$ cat config.mk
export PLATFORM = sky130hd
export DESIGN_NAME = uimg_top
export DESIGN_NICKNAME = d
export VERILOG_FILES = /design/src/design/uimg_pkg.sv /design/src/design/uimg_irq_if.sv /design/src/design/uimg_mask_gate.sv /design/src/design/uimg_top.sv
export VERILOG_INCLUDE_DIRS = /design/src /design/src/design
export SDC_FILE = /design/constraint.sdc
export NUM_CORES = 1
export LEC_CHECK = 0
export BUFFER_PORTS_ARGS = -buffer_cell sky130_fd_sc_hd__buf_2
export CAP_MARGIN = 0
export CORE_AREA = 8 8 53 98
export CTS_CLUSTER_DIAMETER = 100
export DETAILED_ROUTE_END_ITERATION = 12
export DIE_AREA = 0 0 61 106
export GPL_ROUTABILITY_DRIVEN = 1
export PLACE_DENSITY = 0.88
export SETUP_SLACK_MARGIN = 0.2
export SLEW_MARGIN = 20
export SYNTH_ARGS = -nofsm -noshare
export SYNTH_HDL_FRONTEND = slang
export SYNTH_SLANG_ARGS = --single-unit
$ cat constraint.sdc
create_clock -name hclk -period 4.05 [get_ports hclk]
set_input_delay 0 -clock hclk [delete_from_list [all_inputs] [get_ports hclk]]
set_output_delay 0 -clock hclk [all_outputs]
set_load 0.01 [all_outputs]
$ cat src/design/uimg_defs.svh
// Constants of the UART interrupt mask gate: offsets, field positions, resets.
// Assumes inclusion by bare name from every design file that needs them.
//
// Overview of operation
// - A read of the interrupt mask register returns the mask now held for each source.
// - A mask bit written to one lets its raw interrupt condition reach the controller.
// - A mask bit written to zero keeps its raw interrupt condition from the controller.
// - Bits 31 to 11 are reserved, read as zero, and software keeps them on read-modify-write.
// - Bit 10 is the overrun error mask, read-write, zero after reset.
// - Bit 9 is the break error mask, read-write, zero after reset.
// - Bit 8 is the parity error mask, read-write, zero after reset.
// - Bit 7 is the framing error mask, read-write, zero after reset.
// - Bit 6 is the receive time-out mask, read-write, zero after reset.
`ifndef UIMG_DEFS_SVH
`define UIMG_DEFS_SVH

`define UIMG_ADDR_W      12
`define UIMG_OFF_MASK    12'h038
`define UIMG_OFF_RAW     12'h03C
`define UIMG_OFF_MSKD    12'h040

`define UIMG_NSRC        5
`define UIMG_FIELD_LSB   6
`define UIMG_FIELD_MSB   10
`define UIMG_BIT_RTO     6
`define UIMG_BIT_FRM     7
`define UIMG_BIT_PAR     8
`define UIMG_BIT_BRK     9
`define UIMG_BIT_OVR     10
`define UIMG_RSVD_LSB    11

`define UIMG_MASK_RST    5'h00
`define UIMG_RAW_RST     5'h00

`define UIMG_HTRANS_NSEQ 2'h2
`define UIMG_HSIZE_WORD  3'h2

`endif

$ cat src/design/uimg_pkg.sv
// Types of the UART interrupt mask gate.
// Assumes the constants header is on the include path.
`include "uimg_defs.svh"
`default_nettype none

package uimg_pkg;

  typedef logic [`UIMG_NSRC-1:0] uimg_src_t;

  typedef enum logic [3:0] {
    UIMG_ST_IDLE  = 4'h1,
    UIMG_ST_WDATA = 4'h2,
    UIMG_ST_RWAIT = 4'h4,
    UIMG_ST_RDATA = 4'h8
  } uimg_state_t;

endpackage : uimg_pkg

`default_nettype wire

$ cat src/design/uimg_irq_if.sv
// Interface carrying the sticky raw conditions and masks into the gate.
// Assumes one producer (the register block) and one gate.
`default_nettype none

interface uimg_irq_if #(
  parameter int NSRC = 5
);
  logic [NSRC-1:0] raw;
  logic [NSRC-1:0] mask;
  logic [NSRC-1:0] masked;
  logic            req;

  modport regs (output raw, output mask, input masked, input req);
  modport gate (input raw, input mask, output masked, output req);
endinterface : uimg_irq_if

`default_nettype wire

$ cat src/design/uimg_mask_gate.sv
// Gate that ANDs each raw condition with its mask and ORs the results.
// Assumes raw and mask come from flip-flops of the same clock.
`default_nettype none

module uimg_mask_gate #(
  parameter int NSRC = 5
) (
  uimg_irq_if.gate irq
);
  import uimg_pkg::*;

  genvar i;
  generate
    for (i = 0; i < NSRC; i++) begin : g_src
      assign irq.masked[i] = irq.raw[i] & irq.mask[i];
    end
  endgenerate

  assign irq.req = |irq.masked;

endmodule : uimg_mask_gate

`default_nettype wire

$ cat src/design/uimg_top.sv
// AHB-Lite slave holding the UART interrupt mask, the sticky raw status
// and the masked view, with one level interrupt request to the controller.
// Assumes raw events are one-cycle pulses from UART logic on hclk.
`include "uimg_defs.svh"
`default_nettype none

module uimg_top #(
  parameter int NSRC = `UIMG_NSRC
) (
  input  wire logic               hclk,
  input  wire logic               hresetn,
  input  wire logic               hsel,
  input  wire logic [31:0]        haddr,
  input  wire logic [1:0]         htrans,
  input  wire logic               hwrite,
  input  wire logic [2:0]         hsize,
  input  wire logic [31:0]        hwdata,
  input  wire logic               hready,
  output logic      [31:0]        hrdata,
  output logic                    hreadyout,
  output logic                    hresp,
  input  wire uimg_pkg::uimg_src_t raw_event,
  output uimg_pkg::uimg_src_t     masked_irq,
  output logic                    uart_irq
);
  import uimg_pkg::*;

  ////////////////////////////////////////////////////////////////////////////
  // Bus state and address capture.

  uimg_state_t                state_reg;
  uimg_state_t                state_next;
  logic [`UIMG_ADDR_W-1:0]    addr_reg;
  logic [`UIMG_ADDR_W-1:0]    addr_next;
  logic [31:0]                hrdata_reg;
  logic [31:0]                hrdata_next;
  logic [NSRC-1:0]            mask_reg;
  logic [NSRC-1:0]            mask_next;
  logic [NSRC-1:0]            raw_reg;
  logic [NSRC-1:0]            raw_next;

  wire                        bus_ready;
  wire                        req_valid;
  wire                        req_write;
  wire                        req_read;
  wire                        in_wdata;
  wire                        sel_mask;
  wire                        sel_raw;
  wire                        sel_mskd;
  wire                        wr_mask;
  wire                        wr_raw;
  wire [NSRC-1:0]             wr_field;
  wire [NSRC-1:0]             raw_clear;
  wire [31:0]                 rd_value;

  uimg_irq_if #(.NSRC(NSRC)) irq_bus ();

  // A transfer is taken only while the bus shows ready, so the wait state
  // of a read also holds off the next address phase.
  assign bus_ready = hready & hreadyout;
  assign req_valid = hsel & bus_ready & htrans[1];
  assign req_write = req_valid & hwrite & (hsize == `UIMG_HSIZE_WORD);
  assign req_read  = req_valid & ~hwrite;
  assign in_wdata  = (state_reg == UIMG_ST_WDATA);

  assign sel_mask  = (addr_reg == `UIMG_OFF_MASK);
  assign sel_raw   = (addr_reg == `UIMG_OFF_RAW);
  assign sel_mskd  = (addr_reg == `UIMG_OFF_MSKD);
  assign wr_mask   = in_wdata & sel_mask;
  assign wr_raw    = in_wdata & sel_raw;
  assign wr_field  = hwdata[`UIMG_FIELD_MSB:`UIMG_FIELD_LSB];
  assign raw_clear = wr_raw ? wr_field : '0;

  ////////////////////////////////////////////////////////////////////////////
  // Transfer sequencing.

  always_comb begin
    state_next = state_reg;
    addr_next  = addr_reg;
    case (state_reg)
      UIMG_ST_IDLE, UIMG_ST_WDATA, UIMG_ST_RDATA: begin
        state_next = UIMG_ST_IDLE;
        if (req_write) begin
          state_next = UIMG_ST_WDATA;
          addr_next  = haddr[`UIMG_ADDR_W-1:0];
        end else if (req_read) begin
          state_next = UIMG_ST_RWAIT;
          addr_next  = haddr[`UIMG_ADDR_W-1:0];
        end
      end
      UIMG_ST_RWAIT: begin
        state_next = UIMG_ST_RDATA;
      end
      default: begin
        state_next = UIMG_ST_IDLE;
      end
    endcase
  end

  always_ff @(posedge hclk or negedge hresetn) begin
    if (!hresetn) begin
      state_reg <= UIMG_ST_IDLE;
      addr_reg  <= '0;
    end else begin
      state_reg <= state_next;
      addr_reg  <= addr_next;
    end
  end

  // The wait state lets a write taken just before land before the read
  // value is sampled.
  assign hreadyout = (state_reg != UIMG_ST_RWAIT);
  assign hresp     = 1'b0;

  ////////////////////////////////////////////////////////////////////////////
  // Mask and raw status registers.

  // Only bits 10 to 6 are stored; everything else written is dropped.
  assign mask_next = wr_mask ? wr_field : mask_reg;

  // A new event beats a clear arriving in the same cycle.
  assign raw_next  = (raw_reg & ~raw_clear) | raw_event;

  always_ff @(posedge hclk or negedge hresetn) begin
    if (!hresetn) begin
      mask_reg <= `UIMG_MASK_RST;
      raw_reg  <= `UIMG_RAW_RST;
    end else begin
      mask_reg <= mask_next;
      raw_reg  <= raw_next;
    end
  end

  ////////////////////////////////////////////////////////////////////////////
  // Read path.

  // Reserved bits above the field and below it read as zero.
  assign rd_value = sel_mask ? {21'h0, mask_reg, 6'h0} :
                    sel_raw  ? {21'h0, raw_reg, 6'h0} :
                    sel_mskd ? {21'h0, irq_bus.masked, 6'h0} :
                               32'h0000_0000;

  assign hrdata_next = (state_reg == UIMG_ST_RWAIT) ? rd_value : hrdata_reg;

  always_ff @(posedge hclk or negedge hresetn) begin
    if (!hresetn) begin
      hrdata_reg <= 32'h0000_0000;
    end else begin
      hrdata_reg <= hrdata_next;
    end
  end

  assign hrdata = hrdata_reg;

  ////////////////////////////////////////////////////////////////////////////
  // Gate toward the interrupt controller.

  assign irq_bus.raw  = raw_reg;
  assign irq_bus.mask = mask_reg;

  uimg_mask_gate #(
    .NSRC (NSRC)
  ) u_gate (
    .irq (irq_bus.gate)
  );

  assign masked_irq = irq_bus.masked;
  assign uart_irq   = irq_bus.req;

  ////////////////////////////////////////////////////////////////////////////
  // Checks.

  AST_READ_MASK: assert property (
    @(posedge hclk) disable iff (!hresetn)
    (state_reg == UIMG_ST_RWAIT) && sel_mask && !wr_mask
      |=> hrdata[`UIMG_FIELD_MSB:`UIMG_FIELD_LSB] == $past(mask_reg)
  ) else $error("mask read does not return the held mask");

  AST_WRITE_ONE_PASSES: assert property (
    @(posedge hclk) disable iff (!hresetn)
    wr_mask && hwdata[`UIMG_BIT_OVR] ##1 raw_reg[4] && !wr_mask
      |-> masked_irq[4] && uart_irq
  ) else $error("overrun condition not passed after mask set");

  AST_WRITE_ZERO_BLOCKS: assert property (
    @(posedge hclk) disable iff (!hresetn)
    wr_mask && (wr_field == 5'h00) |=> !uart_irq && (masked_irq == 5'h00)
  ) else $error("request raised with every mask cleared");

  AST_RSVD_ZERO: assert property (
    @(posedge hclk) disable iff (!hresetn)
    (state_reg == UIMG_ST_RDATA)
      |-> (hrdata[31:`UIMG_RSVD_LSB] == 21'h0) && (hrdata[5:0] == 6'h0)
  ) else $error("reserved read bits not zero");

  AST_OVR_BIT: assert property (
    @(posedge hclk) disable iff (!hresetn)
    wr_mask |=> mask_reg[4] == $past(hwdata[`UIMG_BIT_OVR])
  ) else $error("overrun mask bit not stored from bit 10");

  AST_BRK_BIT: assert property (
    @(posedge hclk) disable iff (!hresetn)
    wr_mask |=> mask_reg[3] == $past(hwdata[`UIMG_BIT_BRK])
  ) else $error("break mask bit not stored from bit 9");

  AST_PAR_BIT: assert property (
    @(posedge hclk) disable iff (!hresetn)
    wr_mask |=> mask_reg[2] == $past(hwdata[`UIMG_BIT_PAR])
  ) else $error("parity mask bit not stored from bit 8");

  AST_FRM_BIT: assert property (
    @(posedge hclk) disable iff (!hresetn)
    wr_mask |=> mask_reg[1] == $past(hwdata[`UIMG_BIT_FRM])
  ) else $error("framing mask bit not stored from bit 7");

  AST_RTO_BIT: assert property (
    @(posedge hclk) disable iff (!hresetn)
    wr_mask |=> mask_reg[0] == $past(hwdata[`UIMG_BIT_RTO])
  ) else $error("time-out mask bit not stored from bit 6");

  AST_MASK_HOLDS: assert property (
    @(posedge hclk) disable iff (!hresetn)
    !wr_mask |=> $stable(mask_reg)
  ) else $error("mask changed without a write");

  AST_GATE_AND_OR: assert property (
    @(posedge hclk) disable iff (!hresetn)
    (masked_irq == (raw_reg & mask_reg)) && (uart_irq == |(raw_reg & mask_reg))
  ) else $error("masked outputs do not follow raw and mask");

  AST_SET_BEATS_CLEAR: assert property (
    @(posedge hclk) disable iff (!hresetn)
    wr_raw && raw_event[0] |=> raw_reg[0]
  ) else $error("event lost against a clear");

  AST_READ_WAIT_ONE: assert property (
    @(posedge hclk) disable iff (!hresetn)
    req_read |=> !hreadyout ##1 hreadyout
  ) else $error("read wait state is not exactly one cycle");

endmodule : uimg_top

`default_nettype wire

==> results_dict.tcl <==
set metrics [dict create \
    area_growth_pct 30.82 \
    syn_avg_cell_area_sq_um 11.74 \
    grt_setup_unrepaired "no" \
    num_vias 1245 \
    cpPeakStageDelay_ns 0.57 \
    finalCriticalPeriod_ns 2.273 \
    setup_viol 0 \
    layout_commonest_cell "buf_2" \
    cts_buffers 5 \
    slowest_stage "or4_4" \
    cts_tree "yes" \
    synth_area_leader_cell "dfrtp_1" \
    route.detailed.drc 0 \
    cts_setup_buffers 0 \
    finalNonFillerCells 266 \
    place.port_buffers 42 \
    place_hpwl_um 2827 \
    grt.overflow.total 0 \
    ys_types 33 \
    die-area_sq_um 6466 \
    clkLatencyLatePin_ns 0.28 \
    grt_max_degree 32 \
    dp.cells 231 \
    status "finished clean" \
    ys_seq_elements 31 \
    initial_core_util_pct 41.05 \
    netlist_instances 140 \
    clock-sinks 31 \
    wl_per_cell_um 14.60 \
    root_buffer "clkbuf_8" \
    powerDensity_nw_per_um2 336.5 \
    worst_slew_pin_slew_ns 0.6673 \
    p_leak_uw 0.001074 \
    drt_wl_total_um 3883 \
    fp.coreArea_sq_um 4005 \
    synth-seq-area-share_pct 47.26 \
    crit_family "simple AND/OR/NAND/NOR gates" \
    grt_pass1_vias 1380 \
    largest_reg_flops 12 \
    drtIter0Drc 46 \
    finClkSkew_ns 0.006414 \
    min_period_over_period_pct 56.13 \
    clock.fmax_mhz 439.9 \
    clk_pin_slew_worst_paths_ns 0.06 \
    fin_tns_setup_ns 0 \
    htreeDepth 2 \
    synth_area_sq_um 1644 \
    hold_viol 0 \
    report.final.slew_viol_count 0 \
    rrSetupSlack_ns 1.78 \
    finalInstanceArea_sq_um 2151 \
    cp.arrival_ns 2.44 \
    critPathCaptureType "flip-flop" \
    fp.dieH_um 106 \
    synth_area_leaders "dfrtp_1, buf_4, mux2_1" \
    min_path_type "in2reg" \
    yosys.area.top_type_share_pct 45.66 \
    die_w_um 61 \
    cp_max_fo 6 \
    viasPerCell 4.680 \
    drtPass1Iterations 4 \
    critPathKind "reg2reg" \
    ios 119 \
    maxCapViolCount 0 \
    path_cells "or4_4 > nor3_4 > nand3_1 > a21o_1 > dlygate4sd3_1" \
    dpl-instance-area_sq_um 1800 \
    n_antenna_cell 0 \
    final_util_pct 53.70 \
    antenna_found_initial 0 \
    grt_usage_pct 12.95 \
    drtAntennaViolNets 0 \
    ir_drop_mv 0.2545 \
    fin_nets 292 \
    crit_required_ns 4.22 \
    max_slew_margin_pct 55.51 \
    mostFrequentLayoutCells "buf_2, dfrtp_1, conb_1" \
    yosys_warnings 0 \
    crit_buf_inv 1 \
    grt_pass1_wl_um 6403 \
    start_kind "flip-flop" \
    drive_gt1_share_pct 30.37 \
    gp_congestion 0.8747 \
    clk_path_buf_depth 2 \
    rows 33 \
]
[final cells by class]
type                            count  area (sq um)
Timing Repair Buffer               69         480.5
Multi-Input combinational cell    103         737.0
Tap cell                           52         65.06
Sequential cell                    31         777.0
Inverter                            3         11.26
Fill cell                         368          1854
Clock buffer                        8         80.08
[cells in the mapped netlist]
| master | instances |
|---|---|
| nand3_1 | 6 |
| nand2_1 | 5 |
| conb_1 | 1 |
| or4_4 | 1 |
| dfstp_2 | 1 |
| buf_4 | 28 |
| nor2_1 | 2 |
| o21ai_0 | 1 |
| or4b_1 | 2 |
| o211ai_1 | 5 |
| and3_1 | 4 |
| or3b_1 | 1 |
| nor3_1 | 2 |
| dfrtp_1 | 30 |
| or2_2 | 1 |
| nor2_2 | 1 |
| xor2_1 | 1 |
| mux2_4 | 5 |
| and2_1 | 6 |
| nor3_4 | 2 |
| nand2_4 | 1 |
| and4b_1 | 1 |
| nor2b_1 | 1 |
| mux2_1 | 8 |
| a32oi_1 | 4 |
| nand4b_1 | 1 |
| mux2_2 | 5 |
| a21o_1 | 6 |
| inv_1 | 3 |
| or4_1 | 1 |
| buf_2 | 2 |
| a32o_1 | 1 |
| or3_4 | 1 |
[worst register-to-register path, stage by stage (launching register included)]
cell           delay, ns
dfrtp_1             0.37
or4_4               0.57
nor3_4              0.37
nand3_1             0.12
a21o_1              0.19
dlygate4sd3_1       0.54
[final timing paths]
check                                 end  cells past startpoint        start
setup / recovery           irq_bus.raw[3]                      5  addr_reg[1]
hold / removal               state_reg[2]                      4       hready
setup reg to reg           irq_bus.raw[3]                      5  addr_reg[1]
max in group asynchronous     addr_reg[0]                      2      hresetn
hold reg to reg                 hrdata[7]                      2    hrdata[7]
min in group asynchronous      hrdata[10]                      2      hresetn
[per-stage QoR]
step | worst slack, ns | hold slack, ns | power, uW
3_3_place_gp | 2.167 | 0.06246 | 471.6
4_1_cts | 1.775 | 0.1969 | 731.5
3_5_place_dp | 2.150 | 0.07750 | 481.8
6_report | 1.777 | 0.2022 | 723.7
5_1_grt | 1.697 | 0.2459 | 762.3
2_1_floorplan | 2.299 | -0.2956 | 458.7
[metal layers]
metal	vias to the layer above	global-route usage (%)	wire, um
li1	583	-	-
met1	601	12.78	1304
met2	55	22.98	2155
met3	6	4.958	371
met4	0	4.706	52
met5	-	0	0
[cell families (layout without fill, tap and decap cells)]
kind of cell	after synthesis	in the layout	share of synthesized area, %
compound gates	17	17	8.067
xor+xnor	1	1	0.5328
buf+inv	33	80	14.08
flops	31	31	47.26
mux	18	18	13.47
other cells	1	28	0.2281
simple gates	39	39	16.36
[power by group]
part | switching [uW] | internal, uW | leakage (uW)
Sequential | 23.9 | 344 | 0.000368
Combinational | 62.1 | 65.8 | 0.000666
Clock | 106 | 122 | 0.0000395
Total | 192 | 532 | 0.00107
[repair_timing]
item / in CTS / in global routing
setup endpoints to repair: 0 / 0
gates resized for setup: 0 / 0
hold buffers: 27 / 0
hold endpoints to repair: 54 / 0
Power figures use the tool's default switching activity.
